`src/rtl/vme_pkg.sv`:
```
// Shared constants and types for the system bus interface
package vme_pkg;
	localparam int CLK_HZ = 25_000_000;
	localparam int CYC_TMO_US = 64;
	localparam int CYC_TMO = CYC_TMO_US * (CLK_HZ / 1_000_000);
	localparam int TENURE_US = 64;
	localparam int TENURE = TENURE_US * (CLK_HZ / 1_000_000);
	localparam int CYC_GUARD = 16;
	localparam int BLK_TMO_S = 2;
	localparam int BLK_TMO = BLK_TMO_S * CLK_HZ;
	localparam int CNT_W = 11;
	localparam logic [CNT_W-1:0] CYC_LAST = CNT_W'(CYC_TMO - 1);
	localparam logic [CNT_W-1:0] TEN_LAST = CNT_W'(TENURE - CYC_GUARD);
	localparam logic [5:0] AM_SUP_IO = 6'h2D;
	localparam int CC_LSB = 9;
	localparam int BR_LEVELS = 4;
	localparam int IRQ_LEVELS = 7;

	typedef struct packed {
		logic sysrst_n;
		logic [23:1] a;
		logic [5:0] am;
		logic [15:0] d;
		logic write_n;
		logic as_n;
		logic ds0_n;
		logic ds1_n;
		logic dtack_n;
		logic [BR_LEVELS-1:0] bg_n;
		logic iack_n;
		logic iackin_n;
	} pins_t;

	typedef enum logic [2:0] {R_IDLE, R_REQ, R_WAIT_AS, R_OWN, R_DROP} arb_st_t;
	typedef enum logic [1:0] {S_IDLE, S_LOCAL, S_ACK} slv_st_t;
	typedef enum logic [2:0] {M_IDLE, M_BUS, M_ADDR, M_STRB, M_WAIT, M_REL, M_GAP} mst_st_t;
endpackage

```
`src/rtl/arb_if.sv`:
```
// Handshake between the DMA master logic and the bus requester
`timescale 1ns/1ps
interface arb_if;
	logic want;
	logic granted;
	logic as_n;
	logic [vme_pkg::BR_LEVELS-1:0] bg_n;
	logic [1:0] level;
	modport master (output want, as_n, bg_n, level, input granted);
	modport requester (input want, as_n, bg_n, level, output granted);
endinterface

```
`src/rtl/vme_requester.sv`:
```
// Release-when-done bus requester with grant daisy-chain
`timescale 1ns/1ps
module vme_requester (
	input logic clock,
	input logic srst,
	arb_if.requester arb,
	output logic [vme_pkg::BR_LEVELS-1:0] br_oe_n,
	output logic bbsy_oe_n,
	output logic [vme_pkg::BR_LEVELS-1:0] bg_out_n
);
	typedef struct packed {
		vme_pkg::arb_st_t st;
		logic [vme_pkg::BR_LEVELS-1:0] br_oe_n;
		logic bbsy_oe_n;
		logic [vme_pkg::BR_LEVELS-1:0] bg_out_n;
		logic granted;
	} req_state_t;

	req_state_t q;
	req_state_t next_q;
	logic own_bg;

	assign own_bg = ~arb.bg_n[arb.level];

	// =====================================
	// Arbitration sequence
	always_comb
	begin
		next_q = q;
		for (int i = 0; i < vme_pkg::BR_LEVELS; i++)
		begin
			if (arb.bg_n[i])
				next_q.bg_out_n[i] = 1'h1;
			else if (i != int'(arb.level) || q.st == vme_pkg::R_IDLE)
				next_q.bg_out_n[i] = 1'h0;
		end
		case (q.st)
			vme_pkg::R_IDLE:
			begin
				if (arb.want && !own_bg && q.bg_out_n[arb.level])
				begin
					next_q.br_oe_n[arb.level] = 1'h0;
					next_q.st = vme_pkg::R_REQ;
				end
			end
			vme_pkg::R_REQ:
			begin
				if (own_bg)
					next_q.st = vme_pkg::R_WAIT_AS;
			end
			vme_pkg::R_WAIT_AS:
			begin
				if (arb.as_n)
				begin
					next_q.bbsy_oe_n = 1'h0;
					next_q.br_oe_n = '1;
					next_q.granted = 1'h1;
					next_q.st = vme_pkg::R_OWN;
				end
			end
			vme_pkg::R_OWN:
			begin
				if (!arb.want)
				begin
					next_q.granted = 1'h0;
					next_q.st = vme_pkg::R_DROP;
				end
			end
			vme_pkg::R_DROP:
			begin
				if (!own_bg)
				begin
					next_q.bbsy_oe_n = 1'h1;
					next_q.st = vme_pkg::R_IDLE;
				end
			end
			default:
				next_q.st = vme_pkg::R_IDLE;
		endcase
		if (srst)
		begin
			next_q = '0;
			next_q.br_oe_n = '1;
			next_q.bbsy_oe_n = 1'h1;
			next_q.bg_out_n = '1;
		end
	end

	always_ff @(posedge clock)
		q <= next_q;

	assign arb.granted = q.granted;
	assign br_oe_n = q.br_oe_n;
	assign bbsy_oe_n = q.bbsy_oe_n;
	assign bg_out_n = q.bg_out_n;
endmodule

```
`src/rtl/vme_system_interface.sv`:
```
// System bus interface: command channel slave, interrupter, DMA master
`timescale 1ns/1ps
// =====================================
// Contract
// - Slave decodes A1-A15 and modifiers
// - Acknowledge cycle decodes level on A1-A3
// - Slave and status byte use D0-D7
// - DMA moves 16-bit words on D0-D15
// - Write line high read, low write
// - Address strobe low marks valid address
// - Strobe rising ends previous master's cycle
// - Strobe zero low byte, one high byte
// - Slave acknowledges; master waits for acknowledge
// - Request on one configured level only
// - Grant taken if requesting, else passed on
// - Busy held low while bus master
// - One configured interrupt request line pulled low
// - Status byte only if pending on level
// - Otherwise pass acknowledge down the chain
// - Failure pulls fail line, stops commands
// - System reset input resets everything
// - Full 24-bit address, any modifier code
// - Load engine first, then request bus
// - Cycles start only after mastership obtained
// - Bounded tenures, bus released between them
// - Missing acknowledge aborts cycle, releases bus
// - Block time-out aborts and reports error
// - Slave answers only supervisory I/O modifier
// - Grant plus strobe high: busy, drop request
module vme_system_interface #(
	parameter int BLK_TMO = vme_pkg::BLK_TMO
) (
	input logic clock,
	input logic srst,
	input logic sysreset_n,
	input logic [23:1] a_in,
	output logic [23:1] a_out,
	output logic a_oe_n,
	input logic [5:0] am_in,
	output logic [5:0] am_out,
	output logic am_oe_n,
	input logic [15:0] d_in,
	output logic [15:0] d_out,
	output logic [1:0] d_oe_n,
	input logic write_n_in,
	output logic write_n_out,
	output logic write_n_oe_n,
	input logic as_n_in,
	output logic as_n_out,
	output logic as_n_oe_n,
	input logic ds0_n_in,
	output logic ds0_n_out,
	output logic ds0_n_oe_n,
	input logic ds1_n_in,
	output logic ds1_n_out,
	output logic ds1_n_oe_n,
	input logic dtack_n_in,
	output logic dtack_n_out,
	output logic dtack_n_oe_n,
	output logic [3:0] br_n_out,
	output logic [3:0] br_n_oe_n,
	input logic [3:0] bg_in_n,
	output logic [3:0] bg_out_n,
	output logic bbsy_n_out,
	output logic bbsy_n_oe_n,
	input logic iack_n,
	input logic iackin_n,
	output logic iackout_n,
	output logic [6:0] irq_n_out,
	output logic [6:0] irq_n_oe_n,
	output logic sysfail_n_out,
	output logic sysfail_n_oe_n,
	input logic [1:0] br_level,
	input logic [2:0] irq_level,
	input logic [7:0] status_id,
	input logic [15:vme_pkg::CC_LSB] cc_base,
	output logic cc_req,
	output logic cc_write,
	output logic [vme_pkg::CC_LSB-2:0] cc_addr,
	output logic [7:0] cc_wdata,
	input logic [7:0] cc_rdata,
	input logic cc_ack,
	input logic irq_set,
	output logic irq_taken,
	input logic fail_req,
	input logic dma_start,
	input logic dma_read,
	input logic [23:1] dma_addr,
	input logic [5:0] dma_am,
	input logic [15:0] dma_words,
	input logic [15:0] dma_wdata,
	output logic dma_wtake,
	output logic [15:0] dma_rdata,
	output logic dma_rvalid,
	output logic dma_busy,
	output logic dma_done,
	output logic dma_err
);
	localparam int BW = $clog2(BLK_TMO + 1);
	localparam logic [BW-1:0] BLK_LAST = BW'(BLK_TMO - 1);

	typedef struct packed {
		vme_pkg::pins_t s1;
		vme_pkg::pins_t s2;
		vme_pkg::slv_st_t sst;
		vme_pkg::mst_st_t mst;
		logic fail;
		logic ipend;
		logic iresp;
		logic iackout_n;
		logic [6:0] irq_oe_n;
		logic irq_taken;
		logic sysfail_oe_n;
		logic cc_req;
		logic cc_write;
		logic [vme_pkg::CC_LSB-2:0] cc_addr;
		logic [7:0] cc_wdata;
		logic [23:1] a_out;
		logic [5:0] am_out;
		logic addr_oe_n;
		logic [15:0] d_out;
		logic [1:0] d_oe_n;
		logic write_n;
		logic as_n;
		logic ds_n;
		logic ctl_oe_n;
		logic dtack_oe_n;
		logic want;
		logic rd;
		logic abort;
		logic dma_busy;
		logic dma_done;
		logic dma_err;
		logic dma_wtake;
		logic dma_rvalid;
		logic [15:0] words;
		logic [15:0] dma_rdata;
		logic [vme_pkg::CNT_W-1:0] cyc_cnt;
		logic [vme_pkg::CNT_W-1:0] ten_cnt;
		logic [BW-1:0] blk_cnt;
	} state_t;

	state_t q;
	state_t next_q;
	vme_pkg::pins_t p;
	logic rst;
	logic [3:0] req_br_oe_n;
	logic req_bbsy_oe_n;
	logic [3:0] req_bg_out_n;

	arb_if arb();

	assign p = q.s2;
	assign rst = srst || !q.s2.sysrst_n;
	assign arb.want = q.want;
	assign arb.as_n = p.as_n;
	assign arb.bg_n = p.bg_n;
	assign arb.level = br_level;

	vme_requester requester (
		.clock(clock),
		.srst(rst),
		.arb(arb),
		.br_oe_n(req_br_oe_n),
		.bbsy_oe_n(req_bbsy_oe_n),
		.bg_out_n(req_bg_out_n)
	);

	function automatic state_t bus_off(state_t s);
		state_t r;
		r = s;
		r.addr_oe_n = 1'h1;
		r.ctl_oe_n = 1'h1;
		r.d_oe_n = 2'h3;
		r.as_n = 1'h1;
		r.ds_n = 1'h1;
		r.want = 1'h0;
		return r;
	endfunction

	// =====================================
	// Next state
	always_comb
	begin
		logic lvl_hit;
		lvl_hit = q.ipend && p.a[3:1] == irq_level;
		next_q = q;
		next_q.s1 = {sysreset_n, a_in, am_in, d_in, write_n_in, as_n_in, ds0_n_in, ds1_n_in,
			dtack_n_in, bg_in_n, iack_n, iackin_n};
		next_q.s2 = q.s1;
		next_q.cc_req = 1'h0;
		next_q.irq_taken = 1'h0;
		next_q.dma_done = 1'h0;
		next_q.dma_err = 1'h0;
		next_q.dma_wtake = 1'h0;
		next_q.dma_rvalid = 1'h0;
		if (fail_req)
		begin
			next_q.fail = 1'h1;
			next_q.sysfail_oe_n = 1'h0;
		end

		// Command channel slave
		case (q.sst)
			vme_pkg::S_IDLE:
			begin
				if (!q.fail && q.ctl_oe_n && !p.as_n && p.iack_n && !p.ds0_n
					&& p.am == vme_pkg::AM_SUP_IO && p.a[15:vme_pkg::CC_LSB] == cc_base)
				begin
					next_q.cc_req = 1'h1;
					next_q.cc_write = !p.write_n;
					next_q.cc_addr = p.a[vme_pkg::CC_LSB-1:1];
					next_q.cc_wdata = p.d[7:0];
					next_q.sst = vme_pkg::S_LOCAL;
				end
			end
			vme_pkg::S_LOCAL:
			begin
				if (cc_ack)
				begin
					if (!q.cc_write)
					begin
						next_q.d_out[7:0] = cc_rdata;
						next_q.d_oe_n[0] = 1'h0;
					end
					next_q.dtack_oe_n = 1'h0;
					next_q.sst = vme_pkg::S_ACK;
				end
			end
			vme_pkg::S_ACK:
			begin
				if (p.ds0_n)
				begin
					next_q.dtack_oe_n = 1'h1;
					next_q.d_oe_n[0] = 1'h1;
					next_q.sst = vme_pkg::S_IDLE;
				end
			end
			default:
				next_q.sst = vme_pkg::S_IDLE;
		endcase

		// Interrupter and acknowledge chain
		if (q.iresp)
		begin
			if (p.ds0_n)
			begin
				next_q.iresp = 1'h0;
				next_q.dtack_oe_n = 1'h1;
				next_q.d_oe_n[0] = 1'h1;
			end
		end
		else if (p.iackin_n)
			next_q.iackout_n = 1'h1;
		else if (q.iackout_n && q.ctl_oe_n && !p.as_n && !p.iack_n)
		begin
			if (!lvl_hit)
				next_q.iackout_n = 1'h0;
			else if (!p.ds0_n)
			begin
				next_q.iresp = 1'h1;
				next_q.d_out[7:0] = status_id;
				next_q.d_oe_n[0] = 1'h0;
				next_q.dtack_oe_n = 1'h0;
				next_q.ipend = 1'h0;
				next_q.irq_taken = 1'h1;
			end
		end
		if (irq_set && !q.fail)
			next_q.ipend = 1'h1;
		for (int i = 0; i < vme_pkg::IRQ_LEVELS; i++)
			next_q.irq_oe_n[i] = !(next_q.ipend && irq_level == 3'(i + 1));

		// Time-out counters
		if (q.dma_busy)
		begin
			next_q.blk_cnt = q.blk_cnt + BW'(1);
			if (q.blk_cnt == BLK_LAST)
				next_q.abort = 1'h1;
		end
		if (q.mst inside {vme_pkg::M_ADDR, vme_pkg::M_STRB, vme_pkg::M_WAIT, vme_pkg::M_REL} && !(&q.ten_cnt))
			next_q.ten_cnt = q.ten_cnt + 11'h1;
		if (q.mst inside {vme_pkg::M_STRB, vme_pkg::M_WAIT})
			next_q.cyc_cnt = q.cyc_cnt + 11'h1;

		// DMA master
		case (q.mst)
			vme_pkg::M_IDLE:
			begin
				if (dma_start && !q.fail)
				begin
					next_q.a_out = dma_addr;
					next_q.am_out = dma_am;
					next_q.words = dma_words;
					next_q.rd = dma_read;
					next_q.blk_cnt = '0;
					next_q.abort = 1'h0;
					next_q.dma_busy = 1'h1;
					next_q.want = 1'h1;
					next_q.mst = vme_pkg::M_BUS;
				end
			end
			vme_pkg::M_BUS:
			begin
				next_q.ten_cnt = '0;
				if (q.abort)
				begin
					next_q = bus_off(next_q);
					next_q.dma_busy = 1'h0;
					next_q.dma_err = 1'h1;
					next_q.mst = vme_pkg::M_IDLE;
				end
				else if (arb.granted)
				begin
					next_q.addr_oe_n = 1'h0;
					next_q.ctl_oe_n = 1'h0;
					next_q.write_n = q.rd;
					next_q.mst = vme_pkg::M_ADDR;
				end
			end
			vme_pkg::M_ADDR:
			begin
				next_q.cyc_cnt = '0;
				next_q.as_n = 1'h0;
				if (!q.rd)
				begin
					next_q.d_out = dma_wdata;
					next_q.d_oe_n = 2'h0;
					next_q.dma_wtake = 1'h1;
				end
				next_q.mst = vme_pkg::M_STRB;
			end
			vme_pkg::M_STRB:
			begin
				next_q.ds_n = 1'h0;
				next_q.mst = vme_pkg::M_WAIT;
			end
			vme_pkg::M_WAIT:
			begin
				if (!p.dtack_n || q.cyc_cnt == vme_pkg::CYC_LAST || q.abort)
				begin
					if (!p.dtack_n)
					begin
						next_q.dma_rdata = p.d;
						next_q.dma_rvalid = q.rd;
						next_q.words = q.words - 16'h1;
						next_q.a_out = q.a_out + 23'h1;
					end
					else
						next_q.abort = 1'h1;
					next_q.as_n = 1'h1;
					next_q.ds_n = 1'h1;
					next_q.d_oe_n = 2'h3;
					next_q.mst = vme_pkg::M_REL;
				end
			end
			vme_pkg::M_REL:
			begin
				if (p.dtack_n)
				begin
					if (q.abort || q.words == 16'h0)
					begin
						next_q = bus_off(next_q);
						next_q.dma_busy = 1'h0;
						next_q.dma_done = !q.abort;
						next_q.dma_err = q.abort;
						next_q.mst = vme_pkg::M_IDLE;
					end
					else if (q.ten_cnt >= vme_pkg::TEN_LAST)
					begin
						next_q = bus_off(next_q);
						next_q.mst = vme_pkg::M_GAP;
					end
					else
						next_q.mst = vme_pkg::M_ADDR;
				end
			end
			vme_pkg::M_GAP:
			begin
				if (!arb.granted)
				begin
					next_q.want = 1'h1;
					next_q.mst = vme_pkg::M_BUS;
				end
			end
			default:
				next_q.mst = vme_pkg::M_IDLE;
		endcase

		if (rst)
		begin
			next_q = bus_off('0);
			next_q.s1 = '1;
			next_q.s2 = '1;
			next_q.s1.sysrst_n = sysreset_n;
			next_q.s2.sysrst_n = q.s1.sysrst_n;
			next_q.dtack_oe_n = 1'h1;
			next_q.iackout_n = 1'h1;
			next_q.irq_oe_n = '1;
			next_q.sysfail_oe_n = 1'h1;
		end
	end

	always_ff @(posedge clock)
		q <= next_q;

	// =====================================
	// Outputs
	assign a_out = q.a_out;
	assign a_oe_n = q.addr_oe_n;
	assign am_out = q.am_out;
	assign am_oe_n = q.addr_oe_n;
	assign d_out = q.d_out;
	assign d_oe_n = q.d_oe_n;
	assign write_n_out = q.write_n;
	assign write_n_oe_n = q.ctl_oe_n;
	assign as_n_out = q.as_n;
	assign as_n_oe_n = q.ctl_oe_n;
	assign ds0_n_out = q.ds_n;
	assign ds0_n_oe_n = q.ctl_oe_n;
	assign ds1_n_out = q.ds_n;
	assign ds1_n_oe_n = q.ctl_oe_n;
	assign dtack_n_out = 1'h0;
	assign dtack_n_oe_n = q.dtack_oe_n;
	assign br_n_out = 4'h0;
	assign br_n_oe_n = req_br_oe_n;
	assign bg_out_n = req_bg_out_n;
	assign bbsy_n_out = 1'h0;
	assign bbsy_n_oe_n = req_bbsy_oe_n;
	assign iackout_n = q.iackout_n;
	assign irq_n_out = 7'h00;
	assign irq_n_oe_n = q.irq_oe_n;
	assign sysfail_n_out = 1'h0;
	assign sysfail_n_oe_n = q.sysfail_oe_n;
	assign cc_req = q.cc_req;
	assign cc_write = q.cc_write;
	assign cc_addr = q.cc_addr;
	assign cc_wdata = q.cc_wdata;
	assign irq_taken = q.irq_taken;
	assign dma_wtake = q.dma_wtake;
	assign dma_rdata = q.dma_rdata;
	assign dma_rvalid = q.dma_rvalid;
	assign dma_busy = q.dma_busy;
	assign dma_done = q.dma_done;
	assign dma_err = q.dma_err;
endmodule

```
`config.mk`:
```
export PLATFORM = sky130hd
export DESIGN_NAME = vme_system_interface
export DESIGN_NICKNAME = d
export VERILOG_FILES = /design/src/rtl/vme_pkg.sv /design/src/rtl/arb_if.sv /design/src/rtl/vme_requester.sv /design/src/rtl/vme_system_interface.sv
export SDC_FILE = /design/constraint.sdc
export NUM_CORES = 1
export LEC_CHECK = 0
export BUFFER_PORTS_ARGS = -buffer_cell sky130_fd_sc_hd__buf_2
export CORE_ASPECT_RATIO = 0.6
export CORE_MARGIN = 3
export CORE_UTILIZATION = 25
export CTS_CLUSTER_SIZE = 14
export DETAILED_ROUTE_END_ITERATION = 10
export PLACE_DENSITY = 0.4
export SYNTH_ARGS = -nofsm -noshare
export SYNTH_HDL_FRONTEND = slang
export SYNTH_SLANG_ARGS = --single-unit
```
`constraint.sdc`:
```
create_clock -name clock -period 2.7 [get_ports clock]
set_clock_uncertainty 0.15 [all_clocks]
set_input_delay 0.27 -clock clock [delete_from_list [all_inputs] [get_ports clock]]
set_output_delay 0.27 -clock clock [all_outputs]
set_load 0.05 [all_outputs]
```
Word level (Yosys, flattened, before mapping)
Cells that the tools add are included.

operators by class
  reductions and logical operators = 86
  magnitude comparators = 3
  equality and inequality tests = 42
  muxes and demuxes = 130
  bitwise logic cells = 7
  add/subtract/negate cells = 5

operator list
  cell                                                             count
  175-bit two-way mux                                              2
  291-bit two-way mux                                              1
  112-bit two-way mux                                              1
  16-bit one-hot mux with 3 select lines                           2
  88-bit two-way mux                                               1
  26-bit one-hot mux with 3 select lines                           1
  8-bit two-way mux                                                9
  23-bit one-hot mux with 3 select lines                           1
  33-bit two-way mux                                               2
  16-bit one-hot mux with 4 select lines                           1
  18-bit two-way mux                                               3
  26-bit two-way mux                                               2
  1-bit two-way mux                                                46
  23-bit two-way mux                                               2
  3-bit two-way mux                                                12
  5-bit AND reduction                                              7
  11-bit one-hot mux with 3 select lines                           1
  31-bit two-way mux                                               1
  29-bit two-way mux                                               1
  26-bit by 1-bit adder with 26-bit output, second input constant  1
  26-bit == test, second input constant                            1
  3-bit == test, second input constant                             8
  23-bit by 1-bit adder with 23-bit output, second input constant  1
  1-bit logical AND                                                23
  other kinds (53)                                                 143

word-level totals
  bits of input ports = 153
  logic and storage cells = 342
  register bits = 295
  output and inout port bits = 130

Logic depth before layout (Yosys ltp)
Gate-level depths: netlist of the first run.

  word-level depth = 15
  depth in mapped cells = 9
  depth with buffers taken out = 7

Cells and area by module
Synthesis of the first run repeated with hierarchy kept, for this count alone.

second synthesis, totals
  cell total of the unflattened synthesis = 1395
  area, all modules = 12608.3 um2

by module, submodules not included
  module                cells each  area each (um2)  times used  seq. area each (um2)
  vme_system_interface  1330        11937.7          1           5445.2
  vme_requester         65          670.6            1           260.2

Least setup slack after synthesis of the first run
No wires, ideal clock.

  kind = flip-flop to flip-flop
  start = register, netlist name a_oe_n
  end = register q, in the netlist cc_write
  library setup time = 128 ps
  arrival time = 2201 ps
  cell stages (with the launch flop) = 8
  slack = 221 ps
  cell sequence = dfxtp_1 nand2b_1 or4_1 or4_1 buf_6 buf_6 nand3_2 o31ai_4

RTL lines
  what                  line                         source
  end signal, assigned  vme_system_interface.sv:405  q <= next_q;
  end, declared         vme_system_interface.sv:143  state_t q;

Worst setup path in the final report of the first run
  start = register q[169] in the netlist's numbering
  end = register q, in the netlist irq_n_oe_n[6]

on the way
  cells in the longest elaborated chain, start to end = 7

RTL lines
  what                  line                         source
  1-bit two-way mux *   vme_system_interface.sv:244  if (q.iresp)
  1-bit two-way mux *   vme_system_interface.sv:269  if (irq_set && !q.fail)
  1-bit logical AND *   vme_system_interface.sv:272  next_q.irq_oe_n[i] = !(next_q.ipend && irq_level == 3'(i + 1));
  1-bit zero test *     vme_system_interface.sv:272
  175-bit two-way mux   vme_system_interface.sv:361  if (q.abort || q.words == 16'h0)
  175-bit two-way mux   vme_system_interface.sv:359  if (p.dtack_n)
  31-bit two-way mux *  --

Mark *: on every way between the ends. The rest lies on a longest branch, timed or not. The select of a mux whose other input is x is not followed.
A chain may end at the register's enable or synchronous reset.

==> results of run 1 <==
## area by class of cell
class / instances / area, um2
fill: 5046 / 32300
sequential: 285 / 5710
multi-input combinational: 940 / 5490
timing repair buffer: 437 / 3050
clock buffer: 46 / 892
tap: 640 / 801
inverter: 28 / 105
clock inverter: 8 / 95.1
antenna: 5 / 12.5
## sequential cells by signal, indices dropped and copies added (netlist names), 2 cells and up
register,count
q,122
arb.bg_n,4
am_out,6
d_out,16
p,43
dma_rdata,16
requester.bg_out_n,4
d_oe_n,2
requester.q,3
cc_wdata,8
irq_n_oe_n,7
a_out,23
cc_addr,8
requester.br_oe_n,4
## layer usage
layer  GRT usage (%)  up-vias  wire length, um
li1                -     5424                -
met1            19.7     5040            18500
met2            20.9      241            16400
met3            2.70       59             1860
met4            3.63        0              929
met5               0        -                0
## critical path, cell delays in order, from the launching register on
cell           delay [ns]
dfxtp_1              0.34
or4b_1               0.54
or3_1                0.39
o21ai_1              0.17
a21oi_2              0.14
nand4_1              0.13
dlygate4sd3_1        0.57
## synthesized netlist by cell type, types with 5 or more instances
library cell  instances
or3_1                19
nor3b_1               6
buf_2                 6
o21ai_1               9
nor3_1               32
nor2_1               95
nor4_1               19
buf_4               114
o21ai_0              58
and3_1               17
o31ai_1              11
a211oi_1             16
a21oi_1              94
xnor2_1              34
nand2b_1             99
and4_1                5
mux2i_1              19
nor2b_1               8
nand2_1             150
ha_1                 11
dfxtp_1             285
or4_1                 6
buf_1                 6
clkbuf_1             67
o21ai_2               8
nand3_1              79
a32o_1                8
a21o_1                6
nand4_1              25
xor2_1               15
inv_1                28
## report_power, final
part / total, mW / switching, mW / leakage [nW] / internal (mW)
clock network: 4.21 / 1.75 / 0.480 / 2.45
registers: 4.34 / 0.0536 / 2.32 / 4.29
logic: 0.917 / 0.519 / 3.48 / 0.397
total: 9.46 / 2.33 / 6.27 / 7.13
## worst min-delay path by stage
stage                          start        end  cells past startpoint
after floorplan           sysreset_n     q[290]                      0
after global routing       dma_start  am_out[0]                      5
after CTS                  dma_start      q[86]                      5
final                      dma_start      q[86]                      5
after detailed placement      q[290]      p[56]                      0
after global placement        q[290]      p[56]                      0
## through the flow
step                      hold WS (ns)  instance area (um2)  setup WS (ns)  util, %
final                            0.167                16200          0.210     33.3
after global routing             0.164                16200         0.0154     33.3
after CTS                        0.131                16100          0.142     33.3
after detailed placement         0.162                13800          0.259     28.4
after global placement           0.162                13800          0.288     28.4
after floorplan                  0.148                12500          0.221        -
## logic make-up (layout without fill, tap and decap cells)
group,Yosys count,after routing,synth area share (%)
AND/OR/NAND/NOR,585,585,24.1
flip-flops,285,285,45.9
AO/OA/AOI/OAI,261,261,13.2
buffers and inverters,225,519,10.5
XOR/XNOR,49,49,3.45
multiplexers,20,20,1.62
adder cells (fa/ha/maj),11,11,1.11
other,1,19,0.0302
## repair_timing
action                     4_1_cts  5_1_grt
setup endpoints to repair        0        2
hold endpoints to repair       126        0
gates resized for setup          0        2
hold buffers                   137        0
==> results.txt, run 1 <==
post-route insts no fill: 2389
Slew Viols, Final: 0
Synth top area share: 45.9%
Max Fanout on Critical Path: 8
Routability Congestion: 0.775
total track usage: 13.7%
Worst R2R Path Depth: 6
Synth Warn #: 0
register bit count reported by yosys: 285
die area: 52500 um2
Post-DRT Antenna Nets: 0
Vias/cell: 4.51
Iter 0 DRT Violations: 628
most used flip-flop cell after synthesis: dfxtp_1
CTS tree: built
Yosys cell types: 72
H-tree lvl count: 1
number of global-route vias before repair: 10400
start point of the critical path: q[169]
area grow syn2layout: 30.0%
f_max: 402 MHz
dpl hpwl: 25.8 mm
Finish-stage setup viols: 0
CP Capture Point: irq_n_oe_n[6]
most frequent cells in the layout: 285 x dfxtp_1, 259 x buf_2, 150 x nand2_1
Die H: 179 um
post-synthesis sequential area ratio: 45.9%
Boundary Pins: 283
Required @ worst endpoint: 3.05 ns
static leakage: 6.27 nW
drt pass-1 iters: 5
clock sink count: 285
antenna violations before repair: 4
Max VDD drop: 468 uV
die width: 294 um
drt total wl: 37.6 mm
Pwr Total: 9.46 mW
Nets: 1887
Max-cap violations: 0
number of buffers created by CTS: 31
Worst Setup End Kind: register
synthesized area: 12400 um2
clk_lat worst skew: 0.56 ns
pwr dens: 586 nW/um2
Initial Util: 25.6%
Slew @ Worst Pin: 1.03 ns
vias: 10800
status: complete, no violations
type of the worst min-delay path: in2reg
Post-CTS Setup Inserts: 0
Synth area leaders: dfxtp_1 46%, buf_4 6.9%, nand2b_1 5.0%
largest net degree at the start of global routing: 59
syn_area_per_cell: 8.65 um2
clock tree root driver cell: clkbuf_16
Row Count: 62
Worst slew margin: 31.3%
fraction of layout cells with a size suffix above 1: 21.2%
flop2flop setup slack: 0.21 ns
RSZ-0062 raised after global routing: no
total gr overflow: 0
Setup CP Type: reg2reg
most common cell after layout, fill and taps aside: dfxtp_1
number of synthesized flops with an enable pin: 0
DR WL/cell: 15.7 um
Core Box Area: 48500 um2
Remaining DRCs: 0
Setup crit start kind: register
Synth area leader: dfxtp_1
placed insts: 2193
cell count after synthesis: 1437
r2r endpoint: irq_n_oe_n[6]
Worst R2R Start: q[169]
Critical Path AT: 2.84 ns
first-pass GRT wire length: 58.0 mm
min Tclk post-route: 2.49 ns
Longest Clk Path Bufs: 3
Setup TNS: 0 ns
I/O Buffers: 259
ys async rst share: 0%
Final Hold Vio Count: 0
fin crit share: 92.2%
clock transition at the registers of the reported paths: 0.06 ns
(Power assumes the default switching activity.)
==> run 2, diff against run 1 <==
--- a/config.mk
+++ b/config.mk
@@ -11,7 +11,6 @@
 export CORE_UTILIZATION = 25
 export CTS_CLUSTER_SIZE = 14
 export DETAILED_ROUTE_END_ITERATION = 10
-export PLACE_DENSITY = 0.4
 export SYNTH_ARGS = -nofsm -noshare
 export SYNTH_HDL_FRONTEND = slang
 export SYNTH_SLANG_ARGS = --single-unit
==> run 2 against run 1 <==
  * Wire length fell by 2.8%
  * Sequential power barely moved
  * Worst setup slack got worse by 0.047 ns
==> results.txt, run 2 (same netlist as run 1, synthesis figures left out) <==
Max Fanout on Critical Path: 8 (unchanged)
number of global-route vias before repair: 10500 (was 10400)
Setup CP Type: reg2reg (unchanged)
Worst R2R Path Depth: 6 (unchanged)
most frequent cells in the layout: 285 x dfxtp_1, 259 x buf_2, 150 x nand2_1 (unchanged)
slowest CP cell: dlygate4sd3_1 (unchanged)
Setup crit start kind: register (unchanged)
delay of the slowest cell on the worst path: 0.56 ns (was 0.57 ns)
Pwr Total: 9.88 mW (was 9.46 mW)
Row Count: 62 (unchanged)
Biggest register: q (unchanged)
H-tree lvl count: 1 (unchanged)
Critical Path AT: 2.90 ns (was 2.84 ns)
max reg flops: 122 (unchanged)
clock tree root driver cell: clkbuf_16 (unchanged)
clock transition at the registers of the reported paths: 0.07 ns (was 0.06 ns)
CP Cell Sequence: or4b_1, or3_1, o21ai_0, a21oi_2, nand4_1, dlygate4sd3_1 (was or4b_1, or3_1, o21ai_1, a21oi_2, nand4_1, dlygate4sd3_1)
WHS Path Cells: 4 (was 5)
first-pass GRT wire length: 56.2 mm (was 58.0 mm)
critical path's top delay family: simple AND/OR/NAND/NOR gates (unchanged)
crit path buf inv count: 1 (unchanged)
Worst slew margin: 53.4% (was 31.3%)
Slew Viols, Final: 0 (unchanged)
antenna violations before repair: 3 (was 4)
Filler cells: 4995 (was 5046)
area grow syn2layout: 30.4% (was 30.0%)
min Tclk post-route: 2.54 ns (was 2.49 ns)
Nets: 1883 (was 1887)
total track usage: 13.1% (was 13.7%)
I/O Buffers: 259 (unchanged)
Slew @ Worst Pin: 0.691 ns (was 1.03 ns)
Routability Congestion: 0.857 (was 0.775)
Initial Util: 25.6% (unchanged)
vias: 10800 (about the same)
fin crit share: 94.0% (was 92.2%)
Setup TNS: 0 ns (unchanged)
clk_lat worst skew: 0.57 ns (was 0.56 ns)
die area: 52500 um2 (unchanged)
Final Hold Vio Count: 0 (unchanged)
Core Box Area: 48500 um2 (unchanged)
Finish-stage setup viols: 0 (unchanged)
drt total wl: 36.6 mm (was 37.6 mm)
number of buffers created by CTS: 30 (was 31)
Required @ worst endpoint: 3.06 ns (was 3.05 ns)
Post-DRT Antenna Nets: 0 (unchanged)
Worst R2R Start: q[169] (unchanged)
CTS tree: built (unchanged)
pwr dens: 610 nW/um2 (was 586 nW/um2)
fraction of layout cells with a size suffix above 1: 21.6% (was 21.2%)
f_max: 394 MHz (was 402 MHz)
Max-cap violations: 0 (unchanged)
static leakage: 6.29 nW (was 6.27 nW)
drt pass-1 iters: 5 (unchanged)
status: complete, no violations (unchanged)
Boundary Pins: 283 (unchanged)
Longest Clk Path Bufs: 3 (unchanged)
Vias/cell: 4.54 (was 4.51)
Remaining DRCs: 0 (unchanged)
DR WL/cell: 15.3 um (was 15.7 um)
largest net degree at the start of global routing: 78 (was 59)
hold_sp: srst (was dma_start)
Die H: 179 um (unchanged)
Max VDD drop: 479 uV (was 468 uV)
type of the worst min-delay path: in2reg (unchanged)
die width: 294 um (unchanged)
clock sink count: 285 (unchanged)
RSZ-0062 raised after global routing: no (unchanged)
start point of the critical path: q[169] (unchanged)
most common cell after layout, fill and taps aside: dfxtp_1 (unchanged)
Iter 0 DRT Violations: 636 (was 628)
total gr overflow: 0 (unchanged)
dpl hpwl: 25.3 mm (was 25.8 mm)
Worst Setup End Kind: register (unchanged)
final core utilization: 33.4% (was 33.3%)
Critical Path Stages: 6 (unchanged)
[run 2: cell types whose count changed in the layout (fill, tap and decap cells not counted), sizes merged, moves of 2 or more]
cell,delta
clkbuf,-11
diode,-2
clkinv,+4
clkinvlp,+2
bufinv,+5
buf,-2
[run 2: cell type report]
type                            count  area [um2]  share of cell area [%]
Sequential cell                   285        5710                    35.2
Inverter                           28         105                   0.649
Clock buffer                       35         800                    4.94
Tap cell                          640         801                    4.94
Clock inverter                     20         312                    1.92
Multi-Input combinational cell    940        5490                    33.9
Timing Repair Buffer              434        2980                    18.4
Antenna cell                        3        7.51                  0.0463
[run 2: repair_timing]
action | CTS | global route
setup endpoints to repair | 0 | 1
setup buffers | 0 | 0
hold buffers | 136 | 0
endpoints found under the hold margin | 127 | 0
resized for setup | 0 | 1
[run 2: worst min-delay path, stage by stage]
cell and delay, ns:
buf_2 0.11, nor2b_4 0.09, buf_4 0.18, nand2b_1 0.06
[run 2: worst paths after layout]
kind	slack (ns)	to
worst min register to register	0.19	p[56]
worst max register to register	0.16	irq_n_oe_n[6]
worst min-delay path	0.04	arb.as_n
worst max-delay path	0.16	irq_n_oe_n[6]
[run 2: layer usage]
metal	global-route usage, %	wire, um	up-vias
met3	2.58	2060	60
met1	17.5	16600	5056
li1	-	-	5404
met4	3.90	1120	2
met5	0	11	-
met2	21.7	16800	303
[run 2: where the power goes]
part / switching (mW) / total, mW / leakage [nW] / internal (mW)
combinational: 0.514 / 0.907 / 3.44 / 0.393
sequential: 0.0579 / 4.34 / 2.32 / 4.28
clock: 1.83 / 4.63 / 0.533 / 2.80
[run 2: metrics by stage]
| step | instances | hold slack, ns | worst slack [ns] | area (um2) |
|---|---|---|---|---|
| floorplan | 1450 | 0.148 | 0.221 | 12500 |
| detailed placement | 2191 | 0.192 | 0.274 | 13700 |
| global placement | 2191 | 0.209 | 0.281 | 13700 |
| CTS | 2382 | 0.00808 | 0.120 | 16200 |
| global route | 2384 | 0.0387 | 0.0525 | 16200 |
| finish | 2385 | 0.0385 | 0.163 | 16200 |
